### config.mk
export PLATFORM = sky130hd
export DESIGN_NAME = whb_port
export DESIGN_NICKNAME = d
export VERILOG_FILES = /design/src/core/whb_pkg.sv /design/src/core/whb_port.sv
export SDC_FILE = /design/constraint.sdc
export NUM_CORES = 1
export LEC_CHECK = 0
export BUFFER_PORTS_ARGS = -buffer_cell sky130_fd_sc_hd__buf_2
export CAP_MARGIN = 20
export CORE_MARGIN = 2
export CORE_UTILIZATION = 40
export CTS_CLUSTER_SIZE = 8
export DETAILED_ROUTE_END_ITERATION = 6
export PLACE_DENSITY = 0.66
export SETUP_SLACK_MARGIN = 0.02
export SYNTH_ARGS = -nofsm -noshare
export SYNTH_HDL_FRONTEND = slang
export SYNTH_SLANG_ARGS = --single-unit
### constraint.sdc
create_clock -name ref_clk -period 2.9 [get_ports ref_clk]
set_input_delay 0.435 -clock ref_clk [delete_from_list [all_inputs] [get_ports ref_clk]]
set_output_delay 0.435 -clock ref_clk [all_outputs]
set_load 0.1 [all_outputs]
### src/core/whb_pkg.sv
// Overview of operation
// - Port runs the wide host-bus protocol only when port mode equals 0x3.
// - Wide-bus mode 0x0 selects multiplexed address and data operation.
// - Byte lane select 0x1: no lane outputs, every access is a full word.
// - Low address on shared lines before data; upper address on lines 16 upward.
// - In configs 0x0 and 0x3 every access pulses the address latch enable while shared lines carry address.
// - Reads use the read strobe, writes the write strobe, on fixed lines.
// - Zero to two chip selects, each enabling one external peripheral.
// - With lane selects on, two outputs mark lower, upper or both bytes.
// - Chip select config: 0 latch only, 1 one select, 2 two, 3 latch plus two.
// - Config 0x3: line 30 latch, 26 select zero, 27 select one, address to 25.
// - Configs 0x1/0x2: line 30 select zero; 0x2 puts select one on line 27.
// - Byte lane select 0x0 drives the lane selects beside the muxed bus.
package whb_pkg;

  // ****************************************************************
  // Configuration encodings
  // ****************************************************************
  localparam logic [3:0] PORT_MODE_WIDE  = 4'h3;
  localparam logic [1:0] WIDE_MODE_MUXED = 2'h0;
  localparam logic [1:0] LANE_SEL_ON     = 2'h0;
  localparam logic [1:0] LANE_SEL_OFF    = 2'h1;
  localparam logic [1:0] CHIP_SELECT_CONFIG_ALE       = 2'h0;
  localparam logic [1:0] CHIP_SELECT_CONFIG_ONE_CS    = 2'h1;
  localparam logic [1:0] CHIP_SELECT_CONFIG_TWO_CS    = 2'h2;
  localparam logic [1:0] CHIP_SELECT_CONFIG_ALE_TWO   = 2'h3;

  // ****************************************************************
  // Widths and port line positions
  // ****************************************************************
  localparam int ADDR_W      = 28;
  localparam int DATA_W      = 16;
  localparam int LINES       = 32;
  localparam int LINE_UPPER  = 16;
  localparam int LINE_UP_END = 25;
  localparam int LINE_26     = 26;
  localparam int LINE_27     = 27;
  localparam int LINE_RD     = 28;
  localparam int LINE_WR     = 29;
  localparam int LINE_30     = 30;
  localparam int SEL_BIT_TWO = 27;
  localparam int SEL_BIT_ALE = 26;

  // ****************************************************************
  // Timing
  // ****************************************************************
  localparam int CLK_MHZ   = 50;
  localparam int ALE_NS    = 40;
  localparam int HOLD_NS   = 20;
  localparam int STROBE_NS = 80;
  localparam int RECOV_NS  = 20;
  localparam logic [3:0] ALE_CYC    = 4'((ALE_NS * CLK_MHZ + 999) / 1000);
  localparam logic [3:0] HOLD_CYC   = 4'((HOLD_NS * CLK_MHZ + 999) / 1000);
  localparam logic [3:0] STROBE_CYC = 4'((STROBE_NS * CLK_MHZ + 999) / 1000);
  localparam logic [3:0] RECOV_CYC  = 4'((RECOV_NS * CLK_MHZ + 999) / 1000);

  // Access sequencer, Gray coded from idle to recovery; the return to idle flips two bits
  typedef enum logic [2:0] {
    WHB_IDLE   = 3'h0,
    WHB_ADDR   = 3'h1,
    WHB_HOLD   = 3'h3,
    WHB_STROBE = 3'h2,
    WHB_RECOV  = 3'h6
  } whb_state_e;

endpackage

### src/core/whb_port.sv
`timescale 1ns/1ps
`default_nettype none
module whb_port #(
  parameter int ADDR_W = whb_pkg::ADDR_W,
  parameter int DATA_W = whb_pkg::DATA_W
) (
  // Clock and reset
  input  wire logic              ref_clk,
  input  wire logic              rst_n,
  // Configuration
  input  wire logic [3:0]        port_mode,
  input  wire logic [1:0]        wide_mode,
  input  wire logic [1:0]        byte_lane_select,
  input  wire logic [1:0]        chip_select_config,
  output logic                   cfg_ok,
  // Access request
  input  wire logic              req_valid,
  output logic                   req_ready,
  input  wire logic              req_write,
  input  wire logic [ADDR_W-1:0] req_addr,
  input  wire logic [DATA_W-1:0] req_wdata,
  input  wire logic [1:0]        req_be,
  // Access response
  output logic                   rsp_valid,
  output logic [DATA_W-1:0]      rsp_rdata,
  // Port lines
  input  wire logic [DATA_W-1:0] line_in,
  output logic [31:0]            line_out,
  output logic [31:0]            line_oe,
  output logic [1:0]             byte_lane_n,
  output logic                   byte_lane_oe
);

  // ****************************************************************
  // Helpers
  // ****************************************************************
  // Active-high select vector for one access
  function automatic logic [1:0] cs_decode(input logic [1:0] cfg,
                                           input logic [ADDR_W-1:0] a);
    logic [1:0] r;
    r = 2'h0;
    case (cfg)
      whb_pkg::CHIP_SELECT_CONFIG_ONE_CS:  r = 2'h1;
      whb_pkg::CHIP_SELECT_CONFIG_TWO_CS:  r = a[whb_pkg::SEL_BIT_TWO] ? 2'h2 : 2'h1;
      whb_pkg::CHIP_SELECT_CONFIG_ALE_TWO: r = a[whb_pkg::SEL_BIT_ALE] ? 2'h2 : 2'h1;
      default:                r = 2'h0;
    endcase
    return r;
  endfunction

  function automatic logic ale_mode(input logic [1:0] cfg);
    return (cfg == whb_pkg::CHIP_SELECT_CONFIG_ALE) || (cfg == whb_pkg::CHIP_SELECT_CONFIG_ALE_TWO);
  endfunction

  // ****************************************************************
  // State
  // ****************************************************************
  whb_pkg::whb_state_e state_q, state_d;
  logic [3:0]          cnt_q, cnt_d;
  logic [ADDR_W-1:0]   addr_q, addr_d;
  logic [DATA_W-1:0]   wdata_q, wdata_d;
  logic [DATA_W-1:0]   rdata_q, rdata_d;
  logic [1:0]          be_q, be_d;
  logic                write_q, write_d;
  logic [1:0]          chip_select_config_q, chip_select_config_d;
  logic [1:0]          lsel_q, lsel_d;
  logic [1:0]          cs_q, cs_d;
  logic                rsp_q, rsp_d;
  logic [31:0]         out_q, out_d;
  logic [31:0]         oe_q, oe_d;
  logic [1:0]          lane_q, lane_d;
  logic                lane_oe_q, lane_oe_d;
  logic                accept;
  logic                ale_d;
  logic [1:0]          pin_cfg;

  assign cfg_ok = (port_mode == whb_pkg::PORT_MODE_WIDE) &&
                  (wide_mode == whb_pkg::WIDE_MODE_MUXED);
  assign req_ready = (state_q == whb_pkg::WHB_IDLE) && cfg_ok;
  assign accept    = req_valid && req_ready;
  assign rsp_valid    = rsp_q;
  assign rsp_rdata    = rdata_q;
  assign line_out     = out_q;
  assign line_oe      = oe_q;
  assign byte_lane_n  = lane_q;
  assign byte_lane_oe = lane_oe_q;

  // ****************************************************************
  // Sequencer and pin image
  // ****************************************************************
  // Pins are built from the next state so that they leave flip-flops
  // in step with state_q; this costs no cycle and avoids glitches.
  always_comb begin
    state_d   = state_q;
    cnt_d     = cnt_q;
    addr_d    = addr_q;
    wdata_d   = wdata_q;
    rdata_d   = rdata_q;
    be_d      = be_q;
    write_d   = write_q;
    chip_select_config_d   = chip_select_config_q;
    lsel_d    = lsel_q;
    cs_d      = cs_q;
    rsp_d     = 1'b0;
    case (state_q)
      whb_pkg::WHB_IDLE: begin
        if (accept) begin
          state_d = whb_pkg::WHB_ADDR;
          cnt_d   = whb_pkg::ALE_CYC - 4'h1;
          addr_d  = req_addr;
          wdata_d = req_wdata;
          write_d = req_write;
          chip_select_config_d = chip_select_config;
          lsel_d  = byte_lane_select;
          be_d    = (byte_lane_select == whb_pkg::LANE_SEL_OFF) ? 2'h3 : req_be;
          cs_d    = cs_decode(chip_select_config, req_addr);
        end
      end
      whb_pkg::WHB_ADDR: begin
        cnt_d = cnt_q - 4'h1;
        if (cnt_q == 4'h0) begin
          state_d = whb_pkg::WHB_HOLD;
          cnt_d   = whb_pkg::HOLD_CYC - 4'h1;
        end
      end
      whb_pkg::WHB_HOLD: begin
        cnt_d = cnt_q - 4'h1;
        if (cnt_q == 4'h0) begin
          state_d = whb_pkg::WHB_STROBE;
          cnt_d   = whb_pkg::STROBE_CYC - 4'h1;
        end
      end
      whb_pkg::WHB_STROBE: begin
        cnt_d = cnt_q - 4'h1;
        if (cnt_q == 4'h0) begin
          state_d = whb_pkg::WHB_RECOV;
          cnt_d   = whb_pkg::RECOV_CYC - 4'h1;
          if (!write_q) begin
            rdata_d = line_in;
          end
        end
      end
      whb_pkg::WHB_RECOV: begin
        cnt_d = cnt_q - 4'h1;
        if (cnt_q == 4'h0) begin
          state_d = whb_pkg::WHB_IDLE;
          cnt_d   = 4'h0;
          rsp_d   = 1'b1;
          cs_d    = 2'h0;
        end
      end
      default: begin
        state_d = whb_pkg::WHB_IDLE;
        cnt_d   = 4'h0;
        cs_d    = 2'h0;
      end
    endcase

    // Default pin image: strobes and selects inactive, bus released
    out_d = 32'h0;
    oe_d  = 32'h0;
    // An idle port shows the live select layout, so a reconfigured port
    // never leaves a stale select asserted between accesses
    pin_cfg = (state_d == whb_pkg::WHB_IDLE) ? chip_select_config : chip_select_config_d;
    ale_d = (state_d == whb_pkg::WHB_ADDR) && ale_mode(pin_cfg);
    if (cfg_ok || (state_d != whb_pkg::WHB_IDLE)) begin
      // Shared lines: address first, write data only once address phase ends
      if ((state_d == whb_pkg::WHB_ADDR) || (state_d == whb_pkg::WHB_HOLD)) begin
        out_d[DATA_W-1:0] = addr_d[DATA_W-1:0];
        oe_d[DATA_W-1:0]  = {DATA_W{1'b1}};
      end else if (state_d != whb_pkg::WHB_IDLE && write_d) begin
        // Latch outside keeps the address from here on
        out_d[DATA_W-1:0] = wdata_d;
        oe_d[DATA_W-1:0]  = {DATA_W{1'b1}};
      end
      out_d[whb_pkg::LINE_UP_END:whb_pkg::LINE_UPPER] =
        addr_d[whb_pkg::LINE_UP_END:whb_pkg::LINE_UPPER];
      oe_d[whb_pkg::LINE_UP_END:whb_pkg::LINE_UPPER] = 10'h3FF;
      // Lines 26 and 27 carry address or selects per config
      out_d[whb_pkg::LINE_26] = (pin_cfg == whb_pkg::CHIP_SELECT_CONFIG_ALE_TWO) ?
                                ~cs_d[0] : addr_d[whb_pkg::LINE_26];
      out_d[whb_pkg::LINE_27] = (pin_cfg >= whb_pkg::CHIP_SELECT_CONFIG_TWO_CS) ?
                                ~cs_d[1] : addr_d[whb_pkg::LINE_27];
      oe_d[whb_pkg::LINE_27:whb_pkg::LINE_26] = 2'h3;
      // Fixed strobe lines, active low
      out_d[whb_pkg::LINE_RD] = !((state_d == whb_pkg::WHB_STROBE) && !write_d);
      out_d[whb_pkg::LINE_WR] = !((state_d == whb_pkg::WHB_STROBE) && write_d);
      oe_d[whb_pkg::LINE_WR:whb_pkg::LINE_RD] = 2'h3;
      // Line 30: latch enable (high) or select zero (low)
      out_d[whb_pkg::LINE_30] = ale_mode(pin_cfg) ? ale_d : ~cs_d[0];
      oe_d[whb_pkg::LINE_30]  = 1'b1;
    end
    // Lane selects, low-active, valid over the whole access
    lane_d    = 2'h3;
    lane_oe_d = cfg_ok && (byte_lane_select == whb_pkg::LANE_SEL_ON);
    if (state_d != whb_pkg::WHB_IDLE) begin
      lane_oe_d = (lsel_d == whb_pkg::LANE_SEL_ON);
      lane_d    = ~be_d;
    end
  end

  always_ff @(posedge ref_clk) begin
    if (!rst_n) begin
      state_q   <= whb_pkg::WHB_IDLE;
      cnt_q     <= 4'h0;
      addr_q    <= '0;
      wdata_q   <= '0;
      rdata_q   <= '0;
      be_q      <= 2'h0;
      write_q   <= 1'b0;
      chip_select_config_q   <= 2'h0;
      lsel_q    <= 2'h0;
      cs_q      <= 2'h0;
      rsp_q     <= 1'b0;
      out_q     <= 32'h0;
      oe_q      <= 32'h0;
      lane_q    <= 2'h3;
      lane_oe_q <= 1'b0;
    end else begin
      state_q   <= state_d;
      cnt_q     <= cnt_d;
      addr_q    <= addr_d;
      wdata_q   <= wdata_d;
      rdata_q   <= rdata_d;
      be_q      <= be_d;
      write_q   <= write_d;
      chip_select_config_q   <= chip_select_config_d;
      lsel_q    <= lsel_d;
      cs_q      <= cs_d;
      rsp_q     <= rsp_d;
      out_q     <= out_d;
      oe_q      <= oe_d;
      lane_q    <= lane_d;
      lane_oe_q <= lane_oe_d;
    end
  end

  // ****************************************************************
  // Checks
  // ****************************************************************
  AST_REFUSE_BAD_CFG: assert property (@(posedge ref_clk) disable iff (!rst_n)
    (!cfg_ok && state_q == whb_pkg::WHB_IDLE) |=> (state_q == whb_pkg::WHB_IDLE))
    else $error("request taken with wrong mode");

  AST_LANES_OFF: assert property (@(posedge ref_clk) disable iff (!rst_n)
    (state_q != whb_pkg::WHB_IDLE && lsel_q == whb_pkg::LANE_SEL_OFF) |-> !lane_oe_q)
    else $error("lane selects driven while disabled");

  AST_ADDR_ON_SHARED: assert property (@(posedge ref_clk) disable iff (!rst_n)
    (state_q == whb_pkg::WHB_ADDR) |->
      (out_q[15:0] == addr_q[15:0]) && (oe_q[15:0] == 16'hFFFF))
    else $error("shared lines not carrying address");

  AST_ALE_PULSE: assert property (@(posedge ref_clk) disable iff (!rst_n)
    (accept && ale_mode(chip_select_config)) |=>
      out_q[30] [*2] ##1 !out_q[30])
    else $error("latch enable pulse wrong width");

  AST_STROBES_EXCL: assert property (@(posedge ref_clk) disable iff (!rst_n)
    !(!out_q[28] && !out_q[29] && oe_q[28]))
    else $error("read and write strobes together");

  AST_ONE_SELECT: assert property (@(posedge ref_clk) disable iff (!rst_n)
    (state_q != whb_pkg::WHB_IDLE && chip_select_config_q != whb_pkg::CHIP_SELECT_CONFIG_ALE) |->
      ($countones(cs_q) == 1) && $stable(cs_q) || (state_q == whb_pkg::WHB_ADDR))
    else $error("select not single or not stable");

  AST_STROBE_AFTER_ALE: assert property (@(posedge ref_clk) disable iff (!rst_n)
    (!out_q[28] || !out_q[29]) |-> !(ale_mode(chip_select_config_q) && out_q[30]))
    else $error("strobe overlaps latch enable");

  AST_WDATA_PHASE: assert property (@(posedge ref_clk) disable iff (!rst_n)
    (state_q == whb_pkg::WHB_STROBE && write_q) |-> (out_q[15:0] == wdata_q))
    else $error("write data missing in strobe phase");

  AST_CFG3_LINES: assert property (@(posedge ref_clk) disable iff (!rst_n)
    (state_q != whb_pkg::WHB_IDLE && chip_select_config_q == whb_pkg::CHIP_SELECT_CONFIG_ALE_TWO) |->
      (out_q[26] == !cs_q[0]) && (out_q[27] == !cs_q[1]))
    else $error("select lines wrong in latch-plus-two config");

  AST_ACCESS_LEN: assert property (@(posedge ref_clk) disable iff (!rst_n)
    accept |-> ##9 rsp_valid ##1 !rsp_valid)
    else $error("access length wrong");

  AST_CFG2_LINES: assert property (@(posedge ref_clk) disable iff (!rst_n)
    (state_q != whb_pkg::WHB_IDLE && chip_select_config_q == whb_pkg::CHIP_SELECT_CONFIG_TWO_CS) |->
      (out_q[whb_pkg::LINE_27] == !addr_q[whb_pkg::SEL_BIT_TWO]) && (out_q[whb_pkg::LINE_30] == addr_q[whb_pkg::SEL_BIT_TWO]))
    else $error("select lines wrong in two-select config");

  AST_ALE_ONLY_LINES: assert property (@(posedge ref_clk) disable iff (!rst_n)
    (state_q != whb_pkg::WHB_IDLE && chip_select_config_q == whb_pkg::CHIP_SELECT_CONFIG_ALE) |->
      (cs_q == 2'h0) && (out_q[whb_pkg::LINE_27:whb_pkg::LINE_26] == addr_q[whb_pkg::LINE_27:whb_pkg::LINE_26]))
    else $error("select driven in latch-only config");

  AST_LANE_IMAGE: assert property (@(posedge ref_clk) disable iff (!rst_n)
    (state_q != whb_pkg::WHB_IDLE && lsel_q == whb_pkg::LANE_SEL_ON) |->
      lane_oe_q && (lane_q == ~be_q))
    else $error("lane selects do not match access bytes");

  AST_READ_RELEASE: assert property (@(posedge ref_clk) disable iff (!rst_n)
    (state_q == whb_pkg::WHB_STROBE && !write_q) |->
      (oe_q[DATA_W-1:0] == '0) && !out_q[whb_pkg::LINE_RD])
    else $error("shared lines driven during read strobe");

endmodule // whb_port
`default_nettype wire
### After elaboration in Yosys (flattened, before gate mapping)

Cells that the tools add are included.

| storage, ports and cells | value |
|---|---|
| bits in registers | 144 |
| latch bits | 0 |
| bits in writable memories | 0 |
| ROM bits | 0 |
| input bits | 76 |
| output and inout port bits | 86 |
| memories | 0 |

| operators by class | value |
|---|---|
| add/sub/neg operators | 1 |
| multipliers | 0 |
| div/mod/pow operators | 0 |
| $lt $le $gt $ge | 1 |
| equal/unequal tests | 14 |
| shift operators | 0 |
| multiplexer cells | 40 |
| bitwise operators | 4 |
| reductions and logical operators | 28 |

Operators by type and width:

| cell | count |
|---|---|
| 16-bit 2-to-1 mux | 6 |
| 28-bit 2-to-1 mux | 2 |
| 31-bit 2-to-1 mux | 1 |
| 2-bit 2-to-1 mux | 12 |
| 3-bit 2-to-1 mux | 5 |
| 3-bit one-hot mux with 5 select lines | 1 |
| 3-bit by 2-bit == test with 1-bit output (second input constant) | 4 |
| 4-bit 2-to-1 mux | 3 |
| 2-bit one-hot mux with 3 select lines | 2 |
| 4-bit one-hot mux with 3 select lines | 1 |
| 1-bit logical AND | 8 |
| 2-bit zero test | 4 |
| 1-bit 2-to-1 mux | 7 |
| 2-bit == test (second input constant) | 3 |
| 3-bit by 1-bit == test with 1-bit output (second input constant) | 2 |
| 3-bit zero test | 2 |
| 2-bit AND reduction | 3 |
| 3-bit OR reduction | 2 |
| 2-bit by 1-bit == test with 1-bit output (second input constant) | 2 |
| 4-bit by 2-bit == test with 1-bit output (second input constant) | 1 |
| 4-bit zero test | 1 |
| 4-bit by 1-bit subtractor with 4-bit output (second input constant) | 1 |
| 3-bit == test (second input constant) | 1 |
| 1-bit zero test | 3 |
| 7 further kinds | 11 |

### Logic depth before layout (Yosys ltp)

Gate-level depths: netlist of the first run.

| depth | value |
|---|---|
| depth after elaboration | 12 |
| mapped depth | 8 |

### Worst setup path after synthesis of the first run

No wires, ideal clock.

| path | value |
|---|---|
| kind | register to output |
| start point | register state_q[1] |
| end point | output port req_ready |
| arrival time | 2.850 ns |
| setup slack | -0.385 ns |
| stages on the path, launching flop included | 4 |
| buffers on the path | 1 |
| cells stage by stage | dfxtp_1 -> clkbuf_1 -> or3_4 -> nor3_1 |

| on the way | value |
|---|---|
| cells in the longest elaborated chain, start to end | 2 |

Ends and longest elaborated chain:

| element | RTL line | text |
|---|---|---|
| from (decl) | whb_port.sv:58 | `whb_pkg::whb_state_e state_q, state_d;` |
| from (signal assigned) | whb_port.sv:204 | `state_q <= whb_pkg::WHB_IDLE;` |
| from (signal assigned) | whb_port.sv:220 | `state_q <= state_d;` |
| 3-bit zero test | whb_port.sv:79 | `assign req_ready = (state_q == whb_pkg::WHB_IDLE) && cfg_ok;` |
| 1-bit logical AND | whb_port.sv:79 |  |
| to (decl) | whb_port.sv:18 | `output logic req_ready,` |

Every way passes these cells.

### Final worst setup path of the first run

| path | value |
|---|---|
| start point | register state_q[2] |
| end point | register out_q[15], in the netlist line_out[15] |

| on the way | value |
|---|---|
| cells in the longest elaborated chain, start to end | 9 |

Ends and longest elaborated chain:

| element | RTL line | text |
|---|---|---|
| 3-bit zero test | whb_port.sv:79, whb_port.sv:105 |  |
| 1-bit logical AND | whb_port.sv:79 |  |
| 1-bit logical AND | whb_port.sv:80 | `assign accept = req_valid && req_ready;` |
| 3-bit 2-to-1 mux | whb_port.sv:107 | `if (accept) begin` |
| 3-bit one-hot mux with 5 select lines | whb_port.sv:105 | `case (state_q)` |
| 3-bit nonzero test | whb_port.sv:166, whb_port.sv:171 |  |
| 1-bit logical AND | whb_port.sv:171 | `end else if (state_d != whb_pkg::WHB_IDLE && write_d) begin` |
| 16-bit 2-to-1 mux | whb_port.sv:171 |  |
| 16-bit 2-to-1 mux | whb_port.sv:168 | `if ((state_d == whb_pkg::WHB_ADDR) \|\| (state_d == whb_pkg::WHB_HOLD)) begin` |
| to (signal assigned) | whb_port.sv:231 | `out_q <= out_d;` |
| to (decl) | whb_port.sv:69 | `logic [31:0] out_q, out_d;` |

Parallel ways exist; a longest one is shown, timed or not.
A chain may end at the register's enable or synchronous reset.

==> metrics list, run 1 <==
* Core Box Area: 11400 sq um
- Share of the cycle needed by the critical path after routing: 84.5%
- The final layout contains routed wiring with a total length of 11.2 mm.
- Clock input transition at the sequential cells of the worst setup and hold paths: 0.06 ns
- At the worst endpoint, the required time is 3.14 ns.
- CTS saw 113 sinks.
* Post-synthesis register bit count: 113
- Commonest cells after routing, fill and taps aside: buf_2 (159), dfxtp_1 (113), nand2_1 (84)
- Largest net degree at the start of global routing: 80
- CTS H-tree depth: 4
- The worst setup path is of the flop to flop kind.
- Width of the die: 112 um
- The tool flagged a number of max-cap violations equal to 0.
* Sum of net half-perimeters after detailed placement: 7.36 mm
- The most used flip-flop cell after synthesis is dfxtp_1.
* Initial antenna violation count: 0
* CP Capture Type: flop
* TritonRoute pass-1 iters: 4
- Leftover overflow at the end of global routing: 0
- Final setup skew: 0.00865 ns
* Number of synthesized flops with an enable pin: 0
* Minimum clock period after layout: 2.45 ns
* Clock latency on the worst-skew pair: 0.40 ns
* Vert. Die Dim: 112 um
- Via count of the first global-routing pass: 3730
* DRC violations left: 0
* Inserted Clock Buffers: 17
- The detailed router placed 3890 vias in this run.
- Cells after DPL: 752
- Number of I/O pins: 162
- Headroom to the max-slew limit: 51.7%
- After clock tree synthesis, the flow added hold-fix buffers numbering 0.
- For this run, the slowest stage of the critical path takes 0.59 ns.
* Static power due to leakage: 2.75 nW
* Number of instances in the synthesized netlist: 506
- Unrepaired setup endpoints after global routing: no
* Std cell rows: 39
- Final hold viol count: 0
* Max Slew Vio Count: 0
* Post-synthesis share of cell area spent on and, or, nand and nor gates: 20.3%
- For this run, the top clock speed supported by timing is 0.408 GHz.
* Placer's final routability congestion estimate: 0.777
* Share of cell area taken by muxes after synthesis: 7.02%
* Detail-routed net length per standard cell: 14.3 um
- Buffers and inverters on the worst path: 1
- Count of cell types in the netlist: 45
- Total power density per cell area: 653 nW/um^2
- Largest family of logic cells by synthesized area: simple AND/OR/NAND/NOR gates
- At the pin with the least slew margin, the transition time is 0.724 ns.
- Peak supply drop: 0.340 mV
- In the global route stage, overall resource usage came out at 17.9%.
- Buffers placed on the I/O ports in this run total 159.
- Of all nets on the critical path, the largest fanout is 68.
- The run finished with clean final reports.
* Clock tree from TritonCTS: done
- Critical Path, Cell by Cell: or3_4, or4_2, buf_12, and3_1, a31oi_1, o22ai_1
* Xor and xnor fraction of the mapped netlist area: 0.378%
* Diodes inserted: 0
- In this run the clock root is driven by a clkbuf_16.
- Among all stages on the critical path, the largest delay is contributed by or4_2.
- In this run the remaining antenna-violating nets after routing total 0.
- After synthesis, flip-flops and latches occupy 48.8% of the total area.
- The synthesized netlist devotes 14.5% of its cell area to compound gates.
- Compared with the post-synthesis result, the final layout area differs by 28.1%.
* Setup bufs post-CTS: 0
* Ys async rst share: 0%
- In this run, post-CTS repair resized a total of 0 instances.
- Summed instance area of the synthesized netlist: 4640 sq um
- Data arrival time of the critical path: 2.69 ns
* Max clock buf depth: 2
- At the end of the flow, the number of nets in the layout was 705.
- After the flow finishes, the layout carries non-filler instances totaling 784.
- Summed over all failing endpoints, the final setup total negative slack is 0 ns.
- Layout cells sized above 1: 32.6%
* Class of the tightest hold or removal check: input port to flop
- Sort of element at the start of the critical path: flop
- Initial cell density of the core: 40.8%
* Average via count per standard cell: 4.96
- Wire length of the first global-routing pass: 18.0 mm
- Avg Inst Size Synth: 9.16 sq um
* Leading cell type in the layout, fill and taps excluded: buf_2
- Total die area: 12500 sq um
- Number of warnings printed during yosys synthesis: 0
- Post-synthesis adder-cell area fraction: 0.270%
- For this block, the initial DRC count from the detailed router was 268.
- Broken down by cell family, the worst path's largest delay share belongs to simple AND/OR/NAND/NOR gates.
- Setup violations remaining at the end of the flow were counted as 0.
==> state kept, by name (all words and copies together), names as in the netlist <==
signal and cells:
byte_lane_n 2, rsp_rdata 16, line_out 31, addr_q 28, state_q 3, chip_select_config_q 2, cnt_q 4, lsel_q 2
byte_lane_oe 1, cs_q 2, be_q 2, line_oe 2, write_q 1, wdata_q 16, rsp_valid 1
==> where the power goes <==
group	internal [W]	total, W	switching [W]	leakage [nW]
logic	0.0000653	0.000149	0.0000837	1.55
clock network	0.00144	0.00217	0.000734	0.296
registers	0.00156	0.00156	0.00000184	0.910
==> path summary, 6_finish.rpt <==
| check | startpoint | slack (ns) | endpoint | cells past startpoint |
|---|---|---|---|---|
| max | state_q[2]$_SDFF_PN0_ | 0.45 | line_out[15]$_SDFF_PN0_ | 6 |
| min | line_in[9] | 0.27 | rsp_rdata[9]$_SDFFE_PN0P_ | 3 |
| max reg2reg | state_q[2]$_SDFF_PN0_ | 0.45 | line_out[15]$_SDFF_PN0_ | 6 |
| min reg2reg | wdata_q[14]$_SDFF_PN0_ | 0.44 | wdata_q[14]$_SDFF_PN0_ | 2 |
==> routing by layer <==
| layer | vias to the layer above | share of wire [%] | routed length (um) | global-route usage (%) |
|---|---|---|---|---|
| met5 | - | 0 | 0 | 0 |
| met4 | 0 | 0.68 | 76 | 5.60 |
| met3 | 8 | 6.1 | 684 | 6.04 |
| met2 | 131 | 47 | 5280 | 29.0 |
| met1 | 1812 | 46 | 5130 | 22.6 |
| li1 | 1939 | - | - | - |
==> worst min-delay path, cell delays in order <==
cell	delay, ns
buf_2	0.10
nand2_1	0.05
a21boi_1	0.05
==> metrics by stage <==
step	hold slack [ns]	area (sq um)	utilization, %	power, W	setup slack (ns)
5_1_grt	0.263	5940	52.2	0.00402	0.307
3_3_place_gp	0.434	5320	46.8	0.00174	0.386
4_1_cts	0.254	5940	52.2	0.00392	0.463
2_1_floorplan	0.426	4650	-	0.00167	0.455
6_report	0.270	5940	52.2	0.00388	0.451
3_5_place_dp	0.437	5320	46.8	0.00174	0.308
==> cells in the mapped netlist (2+ instances only) <==
master | instances | area [sq um]
a21boi_0 | 10 | 75.1
a21boi_1 | 30 | 225
a21oi_1 | 8 | 40.0
a31oi_1 | 18 | 113
and2_1 | 2 | 12.5
and3_1 | 16 | 100
buf_1 | 2 | 7.51
buf_2 | 8 | 40.0
buf_4 | 31 | 233
buf_6 | 2 | 22.5
clkbuf_1 | 22 | 82.6
dfxtp_1 | 113 | 2260
inv_1 | 4 | 15.0
mux2_2 | 4 | 45.0
mux2i_1 | 28 | 280
nand2_1 | 84 | 315
nand2b_1 | 4 | 25.0
nand3_1 | 3 | 15.0
nor2_1 | 24 | 90.1
nor2b_1 | 32 | 200
nor3_1 | 6 | 30.0
nor3b_1 | 4 | 30.0
nor4_2 | 2 | 25.0
o21ai_0 | 8 | 40.0
o21ai_1 | 3 | 15.0
o22ai_1 | 17 | 106
or2_1 | 2 | 12.5
or4_1 | 2 | 15.0
==> layout make-up <==
cell class                 instances  area [sq um]
clock buffer                      18           429
timing repair buffer             167           868
inverter                           4          15.0
sequential                       113          2260
tap                              143           179
clock inverter                    14           189
multi-input combinational        325          1990
fill                            1059          5430
==> logic make-up after synthesis <==
| family | Yosys count |
|---|---|
| AOI/OAI and AO/OA | 101 |
| xor gates and xnor gates | 2 |
| adders and majority gates | 1 |
| buffers and inverters | 69 |
| DFF | 113 |
| muxes | 32 |
| other | 1 |
| and+or+nand+nor | 187 |
No activity file was read; power rests on OpenSTA's default activity.
==> run 2: changes to the inputs <==
--- a/config.mk
+++ b/config.mk
@@ -5,6 +5,7 @@
 export SDC_FILE = /design/constraint.sdc
 export NUM_CORES = 1
 export LEC_CHECK = 0
+export ABC_AREA = 1
 export BUFFER_PORTS_ARGS = -buffer_cell sky130_fd_sc_hd__buf_2
 export CAP_MARGIN = 20
 export CORE_MARGIN = 2
==> constraint.sdc (replaced) <==
create_clock -name ref_clk -period 2.5 [get_ports ref_clk]
set_input_delay 0.375 -clock ref_clk [delete_from_list [all_inputs] [get_ports ref_clk]]
set_output_delay 0.375 -clock ref_clk [all_outputs]
set_load 0.1 [all_outputs]
==> run 2 against run 1 <==
Flip-flop and latch count unchanged. Worst hold slack worse by 0.054 ns. Final cell count increased by 13%. Combinational power up 73%. Clock power is 20% higher. Clock skew rose by 0.0021 ns. First-iteration DRC count fell by 47%. Sequential share of layout area is 0.35 points higher. Critical path depth down 1. Wire length fell by 5.7%. Non-clock buffer count down 2. Critical path type is now flop to output port. Critical endpoint is now req_ready. Largest cell class unchanged. Highest routed layer unchanged.
==> metrics list, run 2 <==
- The number of buffers between clock root and the deepest sink is 2 (unchanged).
- Sum of net half-perimeters after detailed placement: 7.41 mm (+0.78%)
- The sequential-to-total area share from yosys stat is 49.4% (+0.59 points).
* Total of fill cells in the finished design: 1100 (+3.9%)
* Unrepaired setup endpoints after global routing: no
- Maximum cell stage delay along the critical path: 0.44 ns (-0.15 ns)
- On the critical path the largest part of the delay comes from buffers and inverters.
* Total power density per cell area: 796 nW/um^2 (+22%)
- The critical path data arrival time is 1.79 ns (-0.90 ns).
* Count leader, synth: nand2_1
- Share of the core filled with cells in the final layout: 52.2% (about the same)
* Overall Power: 0.00469 W (+21%)
- Inserted Clock Buffers: 17 (unchanged)
- The number of iterations in the first detailed-routing pass is 4 (unchanged).
* Total die area: 12300 sq um (-1.2%)
- The count of input and output buffers is 159 (unchanged).
* CP Capture Type: output port
- Seq pwr share: 38.8% (-1.4 points)
* Max Slew Vio Count: 0 (unchanged)
- The largest net degree at the start of global routing came to 49 (-39%).
- The detailed-route vias per instance is 4.54 (-8.4%).
* DRC violations left: 0 (unchanged)
- The tightest slew margin relative to the limit came to 54.7% (+2.9 points).
* Summed instance area of the synthesized netlist: 4580 sq um (-1.2%)
- Initial antenna violation count: 0 (unchanged)
- Worst path slowest cell: buf_2
- Minimum clock period after layout: 2.17 ns
- The flow ran to the end, and the final reports show no timing, DRC or antenna violations.
* Total global routing track utilization: 17.6% (-0.31 points)
- Clock share of power: 55.7% (-0.3 points)
* Share of cell area taken by muxes after synthesis: 0% (-7.0 points)
- The share of the synthesized area in compound gates (AO/OA/AOI/OAI) came to 10.8% (-3.7 points).
* Initial DRC count: 141 (-47%)
* Layout cells sized above 1: 28.7% (-3.9 points)
- Critical path type: flop to output port
- Clock root buffer: clkbuf_16
- The number of routed nets with antenna violations was 0 (unchanged).
- Clock input transition at the sequential cells of the worst setup and hold paths: 0.05 ns (about the same)
* Detail-routed net length per standard cell: 11.9 um (-17%)
* CP max FO: 4 (-94%)
* Vert. Die Dim: 111 um (-0.58%)
* Final setup skew: 0.0107 ns (+0.00208 ns)
* Switching component of the power: 0.000984 W (+20%)
- In this run the worst setup path begins at state_q[2]$_SDFF_PN0_.
- Among all flip-flop cells after synthesis, the most frequent one is dfxtp_1.
- Top area cells in the synthesized netlist: dfxtp_1 (49%), nand2_1 (12%), nor2_1 (7.5%)
- Final setup violation count: 0 (unchanged)
* Avg Inst Size Synth: 7.55 sq um (-18%)
- Total number of clock tree sinks: 113 (unchanged)
- The count of final hold-check violations was 0 (unchanged).
* F_max: 0.462 GHz
- The number of unique standard cell types used by synthesis came to 29 (-36%).
- Peak supply drop: 0.358 mV (+5.3%)
- The critical path required time is 2.12 ns (-1.02 ns).
- The number of max-cap violations was 0 (unchanged).
- Number of synthesized flops with an enable pin: 0 (unchanged)
- Area grow syn2layout: 28.4%
* Static power due to leakage: 2.94 nW (+6.8%)
* Worst Max-Slew Pin Slew: 0.680 ns (-0.0443 ns)
- The number of diodes added for antenna fixing came to 0 (unchanged).
- Final wirelength: 10.5 mm (-5.7%)
* CTS H-tree depth: 4 (unchanged)
- Leaving out fill and tap cells, the most frequent cell in the layout is buf_2.
* Buffers and inverters on the worst path: 3 (+2)
- Ranking of synthesized cells by instance count: nand2_1 (150), dfxtp_1 (113), nor2_1 (92), inv_1 (65), buf_4 (35)
- The via count of the first global-routing pass was 3911 (+4.9%).
* Largest family of logic cells by synthesized area: simple AND/OR/NAND/NOR gates
- Gates resized, CTS repair: 0 (unchanged)
- Sort of element at the start of the critical path: flop
- Critical Path, Cell by Cell: nor3_2, buf_4, inv_1, nor2_1, buf_2
* Setup bufs post-CTS: 0 (unchanged)
- In this run the critical register-to-register path is launched from state_q[2]$_SDFF_PN0_.
- Number of warnings printed during yosys synthesis: 0 (unchanged)
* Post-synthesis adder-cell area fraction: 0.273% (+0.0032 points)
- The width of the chip came to 111 um (-0.58%).
- The xor and xnor fraction of the mapped netlist area came to 0% (-0.38 points).
- The switching share of power is 21.0% (-0.14 points).
* Core Box Area: 11300 sq um (-0.86%)
- In this run the most critical hold path is launched from line_in[7].
- The number of placement rows was 39 (unchanged).
- Post-synthesis share of cell area spent on and, or, nand and nor gates: 25.3% (+5.0 points)
- The starting utilization of the core area is 40.6% (-0.14 points).
- The quantity of hold-fixing buffers added after cts is 0 (unchanged).
* Ys async rst share: 0% (unchanged)
- The final total negative setup slack is 0 ns (unchanged).
* Post-synthesis register bit count: 113 (unchanged)
- Largest register FFs: 31 (unchanged)
* Clock tree from TritonCTS: done
- Summed over all instances, the cell type with the most area after synthesis is dfxtp_1.
* Clock latency on the worst-skew pair: 0.41 ns (about the same)
- Final layout net count: 810 (+15%)
* Share of the synthesized area in the top cell type: 49.4% (+0.59 points)
- The post-synthesis cell count came to 607 (+20%).
* Cell-internal power: 0.00370 W (+21%)
* Placer's final routability congestion estimate: 0.773 (-0.44%)
- The library cells used most frequently in the layout, excluding fill and tap cells, are buf_2 (159), nand2_1 (150), dfxtp_1 (113).
* Total number of vias: 4034 (+3.7%)
- Number of I/O pins: 162 (unchanged)
- The first-pass GRT wire length is 17.6 mm (-2.3%).
- Combinational group share of total power: 5.5% (+1.7 points)
- The global route total overflow was 0 (unchanged).
- Share of the cycle needed by the critical path after routing: 86.7%
* Class of the tightest hold or removal check: input port to flop
## run 2: layout make-up
type	count	area (sq um)	area share, %
sequential	113	2260	38.5
multi-input combinational	368	1690	28.7
timing repair buffer	165	853	14.5
clock buffer	21	460	7.83
inverter	68	258	4.38
clock inverter	10	183	3.11
tap	143	179	3.04
## run 2: worst paths after layout
check | end | slack [ns] | cells past startpoint
setup / recovery | req_ready | 0.33 | 5
hold / removal | rsp_rdata[7]$_SDFFE_PN0P_ | 0.22 | 3
setup reg to reg | line_out[15]$_SDFF_PN0_ | 0.34 | 6
hold reg to reg | cnt_q[3]$_SDFFE_PN0P_ | 0.44 | 2
## run 2: logic make-up (layout without fill, tap and decap cells)
logic type	Yosys count	count (layout)
AND/OR/NAND/NOR	282	282
buffers and inverters	127	264
flip-flops	113	113
adder cells (fa/ha/maj)	1	1
other	1	2
AO/OA/AOI/OAI	83	83
## run 2: worst min-delay path, stage by stage
cell      delay (ns)
buf_2           0.10
inv_1           0.04
a211oi_1        0.05
## run 2: metal layers
layer | vias up | wire length (um) | track usage [%] | part of all wire [%]
li1 | 2107 | - | - | -
met1 | 1804 | 4620 | 21.2 | 44
met2 | 110 | 5180 | 29.7 | 49
met3 | 13 | 585 | 5.19 | 5.6
met4 | 0 | 147 | 6.83 | 1.4
met5 | - | 0 | 0 | 0
## run 2: power by group through the flow
stage	clock [W]	combinational [W]	sequential, W
2_1_floorplan	0	0.000143	0.00189
3_3_place_gp	0	0.000257	0.00186
3_5_place_dp	0	0.000259	0.00186
4_1_cts	0.00265	0.000260	0.00182
5_1_grt	0.00273	0.000283	0.00182
6_report	0.00261	0.000258	0.00182
## run 2: through the flow
stage / cells / hold slack (ns) / cell area [sq um] / setup WS, ns
after floorplan: 608 / 0.412 / 4600 / 0.0204
after global placement: 857 / 0.426 / 5240 / 0.177
after detailed placement: 857 / 0.433 / 5240 / 0.0829
after CTS: 888 / 0.200 / 5880 / 0.312
after global routing: 888 / 0.214 / 5880 / 0.0709
final: 888 / 0.217 / 5880 / 0.334
